==> config.mk <==
export PLATFORM = sky130hd
export DESIGN_NAME = pbr_responder
export DESIGN_NICKNAME = d
export VERILOG_FILES = /design/src/pbr_pkg.sv /design/src/pbr_item_mem.sv /design/src/pbr_responder.sv
export VERILOG_INCLUDE_DIRS = /design/src
export SDC_FILE = /design/constraint.sdc
export NUM_CORES = 1
export LEC_CHECK = 0
export BUFFER_PORTS_ARGS = -buffer_cell sky130_fd_sc_hd__buf_4
export CAP_MARGIN = 0
export CORE_MARGIN = 3
export CORE_UTILIZATION = 26
export DETAILED_ROUTE_END_ITERATION = 10
export PLACE_DENSITY_LB_ADDON = 0.15
export SETUP_SLACK_MARGIN = 0.05
export SLEW_MARGIN = 25
export SYNTH_ARGS = -nofsm -noshare
export SYNTH_HDL_FRONTEND = slang
export SYNTH_SLANG_ARGS = --single-unit
==> constraint.sdc <==
create_clock -name clk_i -period 3.2 [get_ports clk_i]
set_clock_uncertainty 0.15 [all_clocks]
set_input_delay 0.64 -clock clk_i [delete_from_list [all_inputs] [get_ports clk_i]]
set_output_delay 0.64 -clock clk_i [all_outputs]
set_load 0.02 [all_outputs]
==> src/pbr_map.svh <==
`ifndef PBR_MAP_SVH
`define PBR_MAP_SVH

// Station address field and legal range of an extra address
`define PBR_ADDR_W        10
`define PBR_ADDR_OFF      10'h000
`define PBR_ADDR_MAX      10'h3E7

// Internal data items
`define PBR_ITEM_W        20
`define PBR_SEL_W         4
`define PBR_ITEM_DEPTH    16
`define PBR_PRI_LVL_ITEM  4'h0
`define PBR_PRI_TMP_ITEM  4'h1

// Level field: 0 to 80 in 0.001 steps, temperature: +-799.9 in 0.1 steps
`define PBR_LVL_W         17
`define PBR_LVL_MAX       20'h13880
`define PBR_TMP_W         14
`define PBR_TMP_MAX       20'h01F3F

// Response delay unit of 1 us at the 4 ns clock
`define PBR_CLK_NS        4
`define PBR_TICK_NS       1000
`define PBR_TICK_CYC      ((`PBR_TICK_NS + `PBR_CLK_NS - 1) / `PBR_CLK_NS)
`define PBR_TICK_W        8
`define PBR_DLY_W         16
`define PBR_CNT_W         16

`endif

==> src/pbr_pkg.sv <==
package pbr_pkg;

  // Operator bus command
  typedef enum logic [1:0] {
    PBR_CMD_ISOLATE = 2'h0,
    PBR_CMD_CONNECT = 2'h1,
    PBR_CMD_TEST    = 2'h2
  } pbr_cmd_t;

  // Address slot that a poll matched
  typedef enum logic [1:0] {
    PBR_SLOT_PRIMARY = 2'h0,
    PBR_SLOT_SECOND  = 2'h1,
    PBR_SLOT_THIRD   = 2'h2
  } pbr_slot_t;

  typedef enum logic [3:0] {
    PBR_LINK_CONN = 4'h1,
    PBR_LINK_ISO  = 4'h2,
    PBR_LINK_TDET = 4'h4,
    PBR_LINK_TRUN = 4'h8
  } pbr_link_t;

  typedef enum logic [4:0] {
    PBR_RSP_IDLE = 5'h01,
    PBR_RSP_WAIT = 5'h02,
    PBR_RSP_RDL  = 5'h04,
    PBR_RSP_RDT  = 5'h08,
    PBR_RSP_SEND = 5'h10
  } pbr_rsp_t;

endpackage

==> src/pbr_item_mem.sv <==
`include "pbr_map.svh"

module pbr_item_mem #(
  parameter int W     = `PBR_ITEM_W,
  parameter int DEPTH = `PBR_ITEM_DEPTH,
  parameter int AW    = $clog2(DEPTH)
) (
  // Clock
  input  wire logic          clk_i,
  // Write side
  input  wire logic          wr_en_i,
  input  wire logic [AW-1:0] wr_addr_i,
  input  wire logic [W-1:0]  wr_data_i,
  // Read side
  input  wire logic [AW-1:0] rd_addr_i,
  output logic      [W-1:0]  rd_data_o
);

  logic [W-1:0] mem_q [DEPTH];

  always_ff @(posedge clk_i) begin
    if (wr_en_i) begin
      mem_q[wr_addr_i] <= wr_data_i;
    end
  end

  always_ff @(posedge clk_i) begin
    rd_data_o <= mem_q[rd_addr_i];
  end

endmodule

==> src/pbr_responder.sv <==
`include "pbr_map.svh"

module pbr_responder #(
  parameter int DEPTH    = `PBR_ITEM_DEPTH,
  parameter int TICK_CYC = `PBR_TICK_CYC
) (
  // Clock and reset
  input  wire logic                   clk_i,
  input  wire logic                   resetn_i,
  // Operator bus command
  input  wire logic                   cmd_valid_i,
  input  wire pbr_pkg::pbr_cmd_t      cmd_code_i,
  // Transceiver self-check
  output logic                        xcvr_test_start_o,
  input  wire logic                   xcvr_test_done_i,
  input  wire logic                   xcvr_test_pass_i,
  // Bus attachment and state
  output logic                        bus_attach_o,
  output logic                        relay_close_o,
  output logic                        bus_link_state_o,
  output logic                        test_busy_o,
  // Configuration
  input  wire logic [`PBR_ADDR_W-1:0] primary_address_i,
  input  wire logic [`PBR_ADDR_W-1:0] second_station_address_i,
  input  wire logic [`PBR_ADDR_W-1:0] third_station_address_i,
  input  wire logic [`PBR_SEL_W-1:0]  second_level_selector_i,
  input  wire logic [`PBR_SEL_W-1:0]  second_temp_selector_i,
  input  wire logic [`PBR_SEL_W-1:0]  third_level_selector_i,
  input  wire logic [`PBR_SEL_W-1:0]  third_temp_selector_i,
  input  wire logic [`PBR_DLY_W-1:0]  resp_delay_i,
  // Internal data item writes
  input  wire logic                   item_wr_i,
  input  wire logic [`PBR_SEL_W-1:0]  item_wr_addr_i,
  input  wire logic [`PBR_ITEM_W-1:0] item_wr_data_i,
  // Decoded polls from the frame receiver
  input  wire logic                   poll_end_i,
  input  wire logic [`PBR_ADDR_W-1:0] poll_address_i,
  input  wire logic                   com_error_i,
  // Reply toward the frame transmitter
  output logic                        reply_valid_o,
  output logic [`PBR_ADDR_W-1:0]      reply_address_o,
  output pbr_pkg::pbr_slot_t          reply_slot_o,
  output logic [`PBR_LVL_W-1:0]       reply_level_o,
  output logic [`PBR_TMP_W-1:0]       reply_temp_o,
  // Readable status
  output logic [`PBR_CNT_W-1:0]       poll_count_o,
  output logic [`PBR_CNT_W-1:0]       error_count_o,
  output logic [`PBR_ADDR_W-1:0]      last_poll_address_o,
  output logic [2:0]                  polled_slot_mask_o
);

  ////////////////////////////////////////////////////////////////////////////////
  // Helpers

  function automatic logic addr_active(input logic [`PBR_ADDR_W-1:0] a);
    return (a != `PBR_ADDR_OFF) && (a <= `PBR_ADDR_MAX);
  endfunction

  function automatic logic [`PBR_SEL_W-1:0] pick_sel(
    input pbr_pkg::pbr_slot_t        s,
    input logic [`PBR_SEL_W-1:0]     pri,
    input logic [`PBR_SEL_W-1:0]     sec,
    input logic [`PBR_SEL_W-1:0]     thr
  );
    case (s)
      pbr_pkg::PBR_SLOT_SECOND: return sec;
      pbr_pkg::PBR_SLOT_THIRD:  return thr;
      default:                  return pri;
    endcase
  endfunction

  ////////////////////////////////////////////////////////////////////////////////
  // Bus link state

  pbr_pkg::pbr_link_t link_q;
  pbr_pkg::pbr_link_t link_d;
  logic               link_shows_conn_q;

  always_comb begin
    link_d = link_q;
    case (link_q)
      pbr_pkg::PBR_LINK_CONN: begin
        if (cmd_valid_i && cmd_code_i == pbr_pkg::PBR_CMD_ISOLATE) begin
          link_d = pbr_pkg::PBR_LINK_ISO;
        end else if (cmd_valid_i && cmd_code_i == pbr_pkg::PBR_CMD_TEST) begin
          link_d = pbr_pkg::PBR_LINK_TDET;
        end
      end
      pbr_pkg::PBR_LINK_ISO: begin
        if (cmd_valid_i && cmd_code_i == pbr_pkg::PBR_CMD_CONNECT) begin
          link_d = pbr_pkg::PBR_LINK_CONN;
        end else if (cmd_valid_i && cmd_code_i == pbr_pkg::PBR_CMD_TEST) begin
          link_d = pbr_pkg::PBR_LINK_TDET;
        end
      end
      pbr_pkg::PBR_LINK_TDET: begin
        link_d = pbr_pkg::PBR_LINK_TRUN;
      end
      pbr_pkg::PBR_LINK_TRUN: begin
        if (xcvr_test_done_i) begin
          link_d = xcvr_test_pass_i ? pbr_pkg::PBR_LINK_CONN
                                    : pbr_pkg::PBR_LINK_ISO;
        end
      end
      default: begin
        link_d = pbr_pkg::PBR_LINK_ISO;
      end
    endcase
  end

  always_ff @(posedge clk_i or negedge resetn_i) begin
    if (!resetn_i) begin
      link_q <= pbr_pkg::PBR_LINK_CONN;
    end else begin
      link_q <= link_d;
    end
  end

  // Interface and relay follow the state; detached through the whole test
  always_ff @(posedge clk_i or negedge resetn_i) begin
    if (!resetn_i) begin
      bus_attach_o      <= 1'b1;
      relay_close_o     <= 1'b1;
      test_busy_o       <= 1'b0;
      xcvr_test_start_o <= 1'b0;
    end else begin
      bus_attach_o      <= (link_d == pbr_pkg::PBR_LINK_CONN);
      relay_close_o     <= (link_d == pbr_pkg::PBR_LINK_CONN);
      test_busy_o       <= (link_d == pbr_pkg::PBR_LINK_TDET) ||
                           (link_d == pbr_pkg::PBR_LINK_TRUN);
      xcvr_test_start_o <= (link_q == pbr_pkg::PBR_LINK_TDET);
    end
  end

  // Indication keeps its last settled value while a test runs
  always_ff @(posedge clk_i or negedge resetn_i) begin
    if (!resetn_i) begin
      link_shows_conn_q <= 1'b1;
    end else if (link_d == pbr_pkg::PBR_LINK_CONN) begin
      link_shows_conn_q <= 1'b1;
    end else if (link_d == pbr_pkg::PBR_LINK_ISO) begin
      link_shows_conn_q <= 1'b0;
    end
  end

  assign bus_link_state_o = link_shows_conn_q;

  ////////////////////////////////////////////////////////////////////////////////
  // Poll address match

  logic               hit_pri;
  logic               hit_sec;
  logic               hit_thr;
  logic               poll_hit;
  pbr_pkg::pbr_slot_t hit_slot;

  assign hit_pri  = (poll_address_i == primary_address_i);
  assign hit_sec  = addr_active(second_station_address_i) &&
                    (poll_address_i == second_station_address_i);
  assign hit_thr  = addr_active(third_station_address_i) &&
                    (poll_address_i == third_station_address_i);
  assign poll_hit = poll_end_i && bus_attach_o && (hit_pri || hit_sec || hit_thr);
  // Primary, then second, wins if a misconfiguration makes two slots equal
  assign hit_slot = hit_pri ? pbr_pkg::PBR_SLOT_PRIMARY :
                    hit_sec ? pbr_pkg::PBR_SLOT_SECOND  : pbr_pkg::PBR_SLOT_THIRD;

  ////////////////////////////////////////////////////////////////////////////////
  // Counters and polled addresses

  always_ff @(posedge clk_i or negedge resetn_i) begin
    if (!resetn_i) begin
      poll_count_o <= '0;
    end else if (poll_hit) begin
      poll_count_o <= poll_count_o + 1'b1;
    end
  end

  always_ff @(posedge clk_i or negedge resetn_i) begin
    if (!resetn_i) begin
      error_count_o <= '0;
    end else if (com_error_i && bus_attach_o) begin
      error_count_o <= error_count_o + 1'b1;
    end
  end

  always_ff @(posedge clk_i or negedge resetn_i) begin
    if (!resetn_i) begin
      last_poll_address_o <= '0;
      polled_slot_mask_o  <= 3'h0;
    end else if (poll_hit) begin
      last_poll_address_o                <= poll_address_i;
      polled_slot_mask_o[hit_slot[1:0]]  <= 1'b1;
    end
  end

  ////////////////////////////////////////////////////////////////////////////////
  // Reply sequencer

  pbr_pkg::pbr_rsp_t     rsp_q;
  pbr_pkg::pbr_slot_t    slot_q;
  logic [`PBR_ADDR_W-1:0] addr_q;
  logic [`PBR_TICK_W-1:0] tick_q;
  logic [`PBR_DLY_W-1:0]  dly_q;
  logic [`PBR_ITEM_W-1:0] lvl_q;
  logic [`PBR_SEL_W-1:0]  rd_addr;
  logic [`PBR_ITEM_W-1:0] rd_data;
  logic                   tick;

  assign tick = (tick_q == `PBR_TICK_W'(TICK_CYC - 1));

  always_ff @(posedge clk_i or negedge resetn_i) begin
    if (!resetn_i) begin
      rsp_q  <= pbr_pkg::PBR_RSP_IDLE;
      slot_q <= pbr_pkg::PBR_SLOT_PRIMARY;
      addr_q <= '0;
    end else if (!bus_attach_o) begin
      rsp_q <= pbr_pkg::PBR_RSP_IDLE;
    end else begin
      case (rsp_q)
        pbr_pkg::PBR_RSP_IDLE: begin
          if (poll_hit) begin
            rsp_q  <= pbr_pkg::PBR_RSP_WAIT;
            slot_q <= hit_slot;
            addr_q <= poll_address_i;
          end
        end
        pbr_pkg::PBR_RSP_WAIT: begin
          if (dly_q == '0) begin
            rsp_q <= pbr_pkg::PBR_RSP_RDL;
          end
        end
        pbr_pkg::PBR_RSP_RDL: begin
          rsp_q <= pbr_pkg::PBR_RSP_RDT;
        end
        pbr_pkg::PBR_RSP_RDT: begin
          rsp_q <= pbr_pkg::PBR_RSP_SEND;
        end
        default: begin
          rsp_q <= pbr_pkg::PBR_RSP_IDLE;
        end
      endcase
    end
  end

  // Delay counts whole microseconds from the end of the poll
  always_ff @(posedge clk_i or negedge resetn_i) begin
    if (!resetn_i) begin
      tick_q <= '0;
      dly_q  <= '0;
    end else if (rsp_q == pbr_pkg::PBR_RSP_IDLE) begin
      tick_q <= '0;
      dly_q  <= resp_delay_i;
    end else if (rsp_q == pbr_pkg::PBR_RSP_WAIT && dly_q != '0) begin
      tick_q <= tick ? '0 : tick_q + 1'b1;
      if (tick) begin
        dly_q <= dly_q - 1'b1;
      end
    end
  end

  assign rd_addr = (rsp_q == pbr_pkg::PBR_RSP_RDT) ?
    pick_sel(slot_q, `PBR_PRI_TMP_ITEM, second_temp_selector_i, third_temp_selector_i) :
    pick_sel(slot_q, `PBR_PRI_LVL_ITEM, second_level_selector_i, third_level_selector_i);

  pbr_item_mem #(
    .W     (`PBR_ITEM_W),
    .DEPTH (DEPTH),
    .AW    (`PBR_SEL_W)
  ) u_items (
    .clk_i     (clk_i),
    .wr_en_i   (item_wr_i),
    .wr_addr_i (item_wr_addr_i),
    .wr_data_i (item_wr_data_i),
    .rd_addr_i (rd_addr),
    .rd_data_o (rd_data)
  );

  always_ff @(posedge clk_i or negedge resetn_i) begin
    if (!resetn_i) begin
      lvl_q <= '0;
    end else if (rsp_q == pbr_pkg::PBR_RSP_RDT) begin
      lvl_q <= rd_data;
    end
  end

  ////////////////////////////////////////////////////////////////////////////////
  // Reply fields, clamped to their transmitted ranges

  logic [`PBR_ITEM_W-1:0] lvl_clamp;
  logic [`PBR_ITEM_W-1:0] tmp_clamp;

  always_comb begin
    if (lvl_q[`PBR_ITEM_W-1]) begin
      lvl_clamp = '0;
    end else if (lvl_q > `PBR_LVL_MAX) begin
      lvl_clamp = `PBR_LVL_MAX;
    end else begin
      lvl_clamp = lvl_q;
    end
  end

  always_comb begin
    if ($signed(rd_data) > $signed(`PBR_TMP_MAX)) begin
      tmp_clamp = `PBR_TMP_MAX;
    end else if ($signed(rd_data) < -$signed(`PBR_TMP_MAX)) begin
      tmp_clamp = -`PBR_TMP_MAX;
    end else begin
      tmp_clamp = rd_data;
    end
  end

  always_ff @(posedge clk_i or negedge resetn_i) begin
    if (!resetn_i) begin
      reply_valid_o <= 1'b0;
    end else begin
      reply_valid_o <= (rsp_q == pbr_pkg::PBR_RSP_SEND) && bus_attach_o;
    end
  end

  always_ff @(posedge clk_i or negedge resetn_i) begin
    if (!resetn_i) begin
      reply_address_o <= '0;
      reply_slot_o    <= pbr_pkg::PBR_SLOT_PRIMARY;
      reply_level_o   <= '0;
      reply_temp_o    <= '0;
    end else if (rsp_q == pbr_pkg::PBR_RSP_SEND) begin
      reply_address_o <= addr_q;
      reply_slot_o    <= slot_q;
      reply_level_o   <= lvl_clamp[`PBR_LVL_W-1:0];
      reply_temp_o    <= tmp_clamp[`PBR_TMP_W-1:0];
    end
  end

endmodule

==> results.yml <==
clocking:
  cts_buffers: 55
  cts_tree: "yes"
  clock_sinks: 498
  cts-htree-levels: 2
  clk_pin_slew_ns: 0.06
  cts-root-buf: "clkbuf_16"
  clockBufferDepth: 3
  worstSkewPairLatency_ns: 0.61
die:
  ios: 200
  die_h_um: 283
  fp.dieW_um: 283
  initial_core_util: 0.265
  rows: 100
  coreArea_sq_um: 75200
  dieArea_sq_um: 80000
final_layout:
  diodes: 0
  drive_gt1_frac: 0.310
  nFillCells: 7318
  nets: 1664
  syn_to_final_growth_pct: 25.9
global_route:
  grt_pass1_vias: 12600
  grt_pass1_wl_um: 84200
  grt_overflow: 0
  grt_use_total: 0.142
  grt_start_max_net_pins: 60
  antenna_found_initial: 3
route:
  wl_per_cell_um: 21.9
  vias: 12000
  drc: 0
  ant_nets: 0
  wl_um: 57400
  drtPass1Iterations: 7
  vias_per_cell: 4.59
  drtIter0Drc: 737
sta:
  setup_violations: 0
  fmax_ghz: 0.338
  fin_crit_sh: 0.925
  rsz0062_at_grt: "false"
  finalSetupTns_ns: 0
  max_slew_margin: 0.356
  fin_crit_ns: 2.96
  tightest_slew_ns: 0.956
  slew_viol_final: 0
  final_hold_viol_count: 0
  whs_ns: 0.0967
outcome:
  status: "completed"
critical_path:
  arrival_ns: 3.28
  cp_data_required_time_ns: 3.52
  crit_path_max_fanout: 20
  r2r_slack_ns: 0.24
  crit_type: "reg2reg"
  cp-start-kind: "flip-flop"
  critPathCaptureType: "flip-flop"
place:
  place_hpwl_um: 35600
  gp_congestion: 0.786
  port_buffers: 199
synth:
  yosysSeqAreaShare: 0.701
  synth-main-ff-cell: "edfxtp_1"
  synth_cells: 1285
  synth.area.top_cells: "edfxtp_1 48%, dfrtp_1 19%, mux4_2 9.0%"
  syn-cell-area_sq_um: 19900
  yosysWarningCount: 0
  synth.net_count: 1398
  yosysTopAreaCell: "edfxtp_1"
  yosysUniqueCellTypes: 62
  synth_edf_count: 320
  synth_top_area_frac: 0.482
  synth-async-reset-ratio: 0.317
  postSynthAreaPerCell_sq_um: 15.5
  ys_ff_latch: 498
pwr:
  power_mw: 14.5
  max-vdd-ir-drop_uv: 382
  leakagePower_nw: 9.66
  power_density_nw_per_um2: 578
flow_run:
  cap_violations: 0
worst_hold_path:
  hp-class: "in2reg"
[power breakdown]
group	internal, mW	switching, mW
combinational	0.384	0.481
clock	3.89	2.60
sequential	7.02	0.129
total	11.3	3.21
[layer usage]
| metal | wire length [um] | vias to the layer above | GRT usage |
|---|---|---|---|
| li1 | - | 5459 | - |
| met1 | 26900 | 6179 | 0.201 |
| met2 | 25900 | 298 | 0.220 |
| met3 | 3470 | 78 | 0.0316 |
| met4 | 1050 | 6 | 0.0354 |
| met5 | 45 | - | 0 |
[critical path: stages (launching register included)]
cell and delay [ns]:
dfrtp_1 0.37, inv_1 0.09, ha_1 0.35, a22oi_2 0.28
nor2_1 0.11, a21oi_4 0.19, buf_12 0.21, buf_12 0.23
mux4_2 0.52, a22oi_1 0.23, nand2_1 0.09
[placed cells by master, fill, tap and decap left out, types with 9 or more instances in the layout]
cell type / synthesis / routed
a21oi_1: 37 / 36
dfrtp_1: 154 / 154
buf_4: 5 / 253
nor4_1: 16 / 16
clkbuf_1: 39 / 12
xor2_1: 47 / 47
clkbuf_16: 0 / 56
nor3_1: 21 / 16
nand3_1: 20 / 20
o21ai_0: 31 / 31
nand2_1: 162 / 162
xnor2_1: 26 / 26
buf_12: 0 / 9
nor2_1: 66 / 54
clkinv_2: 0 / 14
nor2_2: 0 / 12
mux2_2: 24 / 24
and3_1: 10 / 10
mux4_2: 80 / 80
nand4_1: 21 / 21
nand2b_1: 10 / 10
edfxtp_1: 320 / 320
a22oi_1: 44 / 42
dfxtp_1: 20 / 20
a22o_1: 12 / 12
[logic make-up (layout without fill, tap and decap cells)]
group / count (synthesis) / in the layout / share of synthesized area
mux: 105 / 105 / 0.104
fa+ha+maj: 7 / 7 / 0.00440
compound gates: 166 / 166 / 0.0555
xor+xnor: 73 / 73 / 0.0321
simple gates: 373 / 373 / 0.0892
buf+inv: 63 / 375 / 0.0134
flops: 498 / 498 / 0.701
[cells in the mapped netlist (all sizes together), types with 5 or more instances]
library cell	number
nand2b	10
nor4	17
mux2	24
and2	6
nand3	20
nor3	21
dfrtp	154
ha	7
clkbuf	39
or4	7
xor2	47
o21ai	32
inv	7
or2	6
edfxtp	320
a22oi	44
nand2	162
xnor2	26
and3	10
nor2b	5
dfxtp	20
buf	17
a31oi	6
nor4b	5
a22o	12
nand4	22
mux4	80
a211oi	8
nand3b	6
nor2	66
a21oi	38
[flip-flops by register name, summed over array words and instances (netlist names)]
name                 flops
addr_q                  10
reply_level_o           17
rsp_q                    5
tick_q                   8
lvl_q                   20
reply_address_o         10
error_count_o           16
bus_link_state_o         1
link_q                   4
reply_slot_o             2
dly_q                   16
polled_slot_mask_o       3
reply_temp_o            14
slot_q                   2
last_poll_address_o     10
u_items.rd_data_o       20
xcvr_test_start_o        1
poll_count_o            16
reply_valid_o            1
test_busy_o              1
relay_close_o            1
u_items.mem_q          320
[final timing paths]
check / start / end / cells past startpoint
max in group asynchronous: resetn_i / bus_link_state_o / 3
worst min register to register: u_items.rd_data_o[14] / lvl_q[14] / 2
worst max register to register: slot_q[0] / u_items.rd_data_o[5] / 10
worst min-delay path: resp_delay_i[11] / dly_q[11] / 3
worst max-delay path: slot_q[0] / u_items.rd_data_o[5] / 10
min in group asynchronous: resetn_i / poll_count_o[15] / 2
[timing repair]
action,in CTS,in global routing
pin swaps,0,2
endpoints found under the hold margin,41,0
gates cloned,0,1
hold buffers,1,0
endpoints found under the setup margin,2,14
buffers inserted,0,2
gates resized for setup,1,2
[through the flow]
step	utilization	setup slack (ns)	std cells	cell area, sq um
2_1_floorplan	-	0.0738	1285	19900
3_3_place_gp	0.308	0.0343	2510	23100
3_5_place_dp	0.308	0.0472	2510	23100
4_1_cts	0.333	0.0596	2614	25000
5_1_grt	0.334	0.0680	2617	25100
6_report	0.334	0.241	2617	25100
[layout make-up]
| type | count | area, sq um | share of cell area |
|---|---|---|---|
| clock buffer | 74 | 1520 | 0.0605 |
| timing repair buffer | 265 | 2130 | 0.0847 |
| sequential | 498 | 14000 | 0.557 |
| inverter | 7 | 26.3 | 0.00105 |
| multi-input combinational | 724 | 5820 | 0.232 |
| clock inverter | 29 | 354 | 0.0141 |
| tap | 1020 | 1280 | 0.0509 |
(Power assumes the default switching activity.)
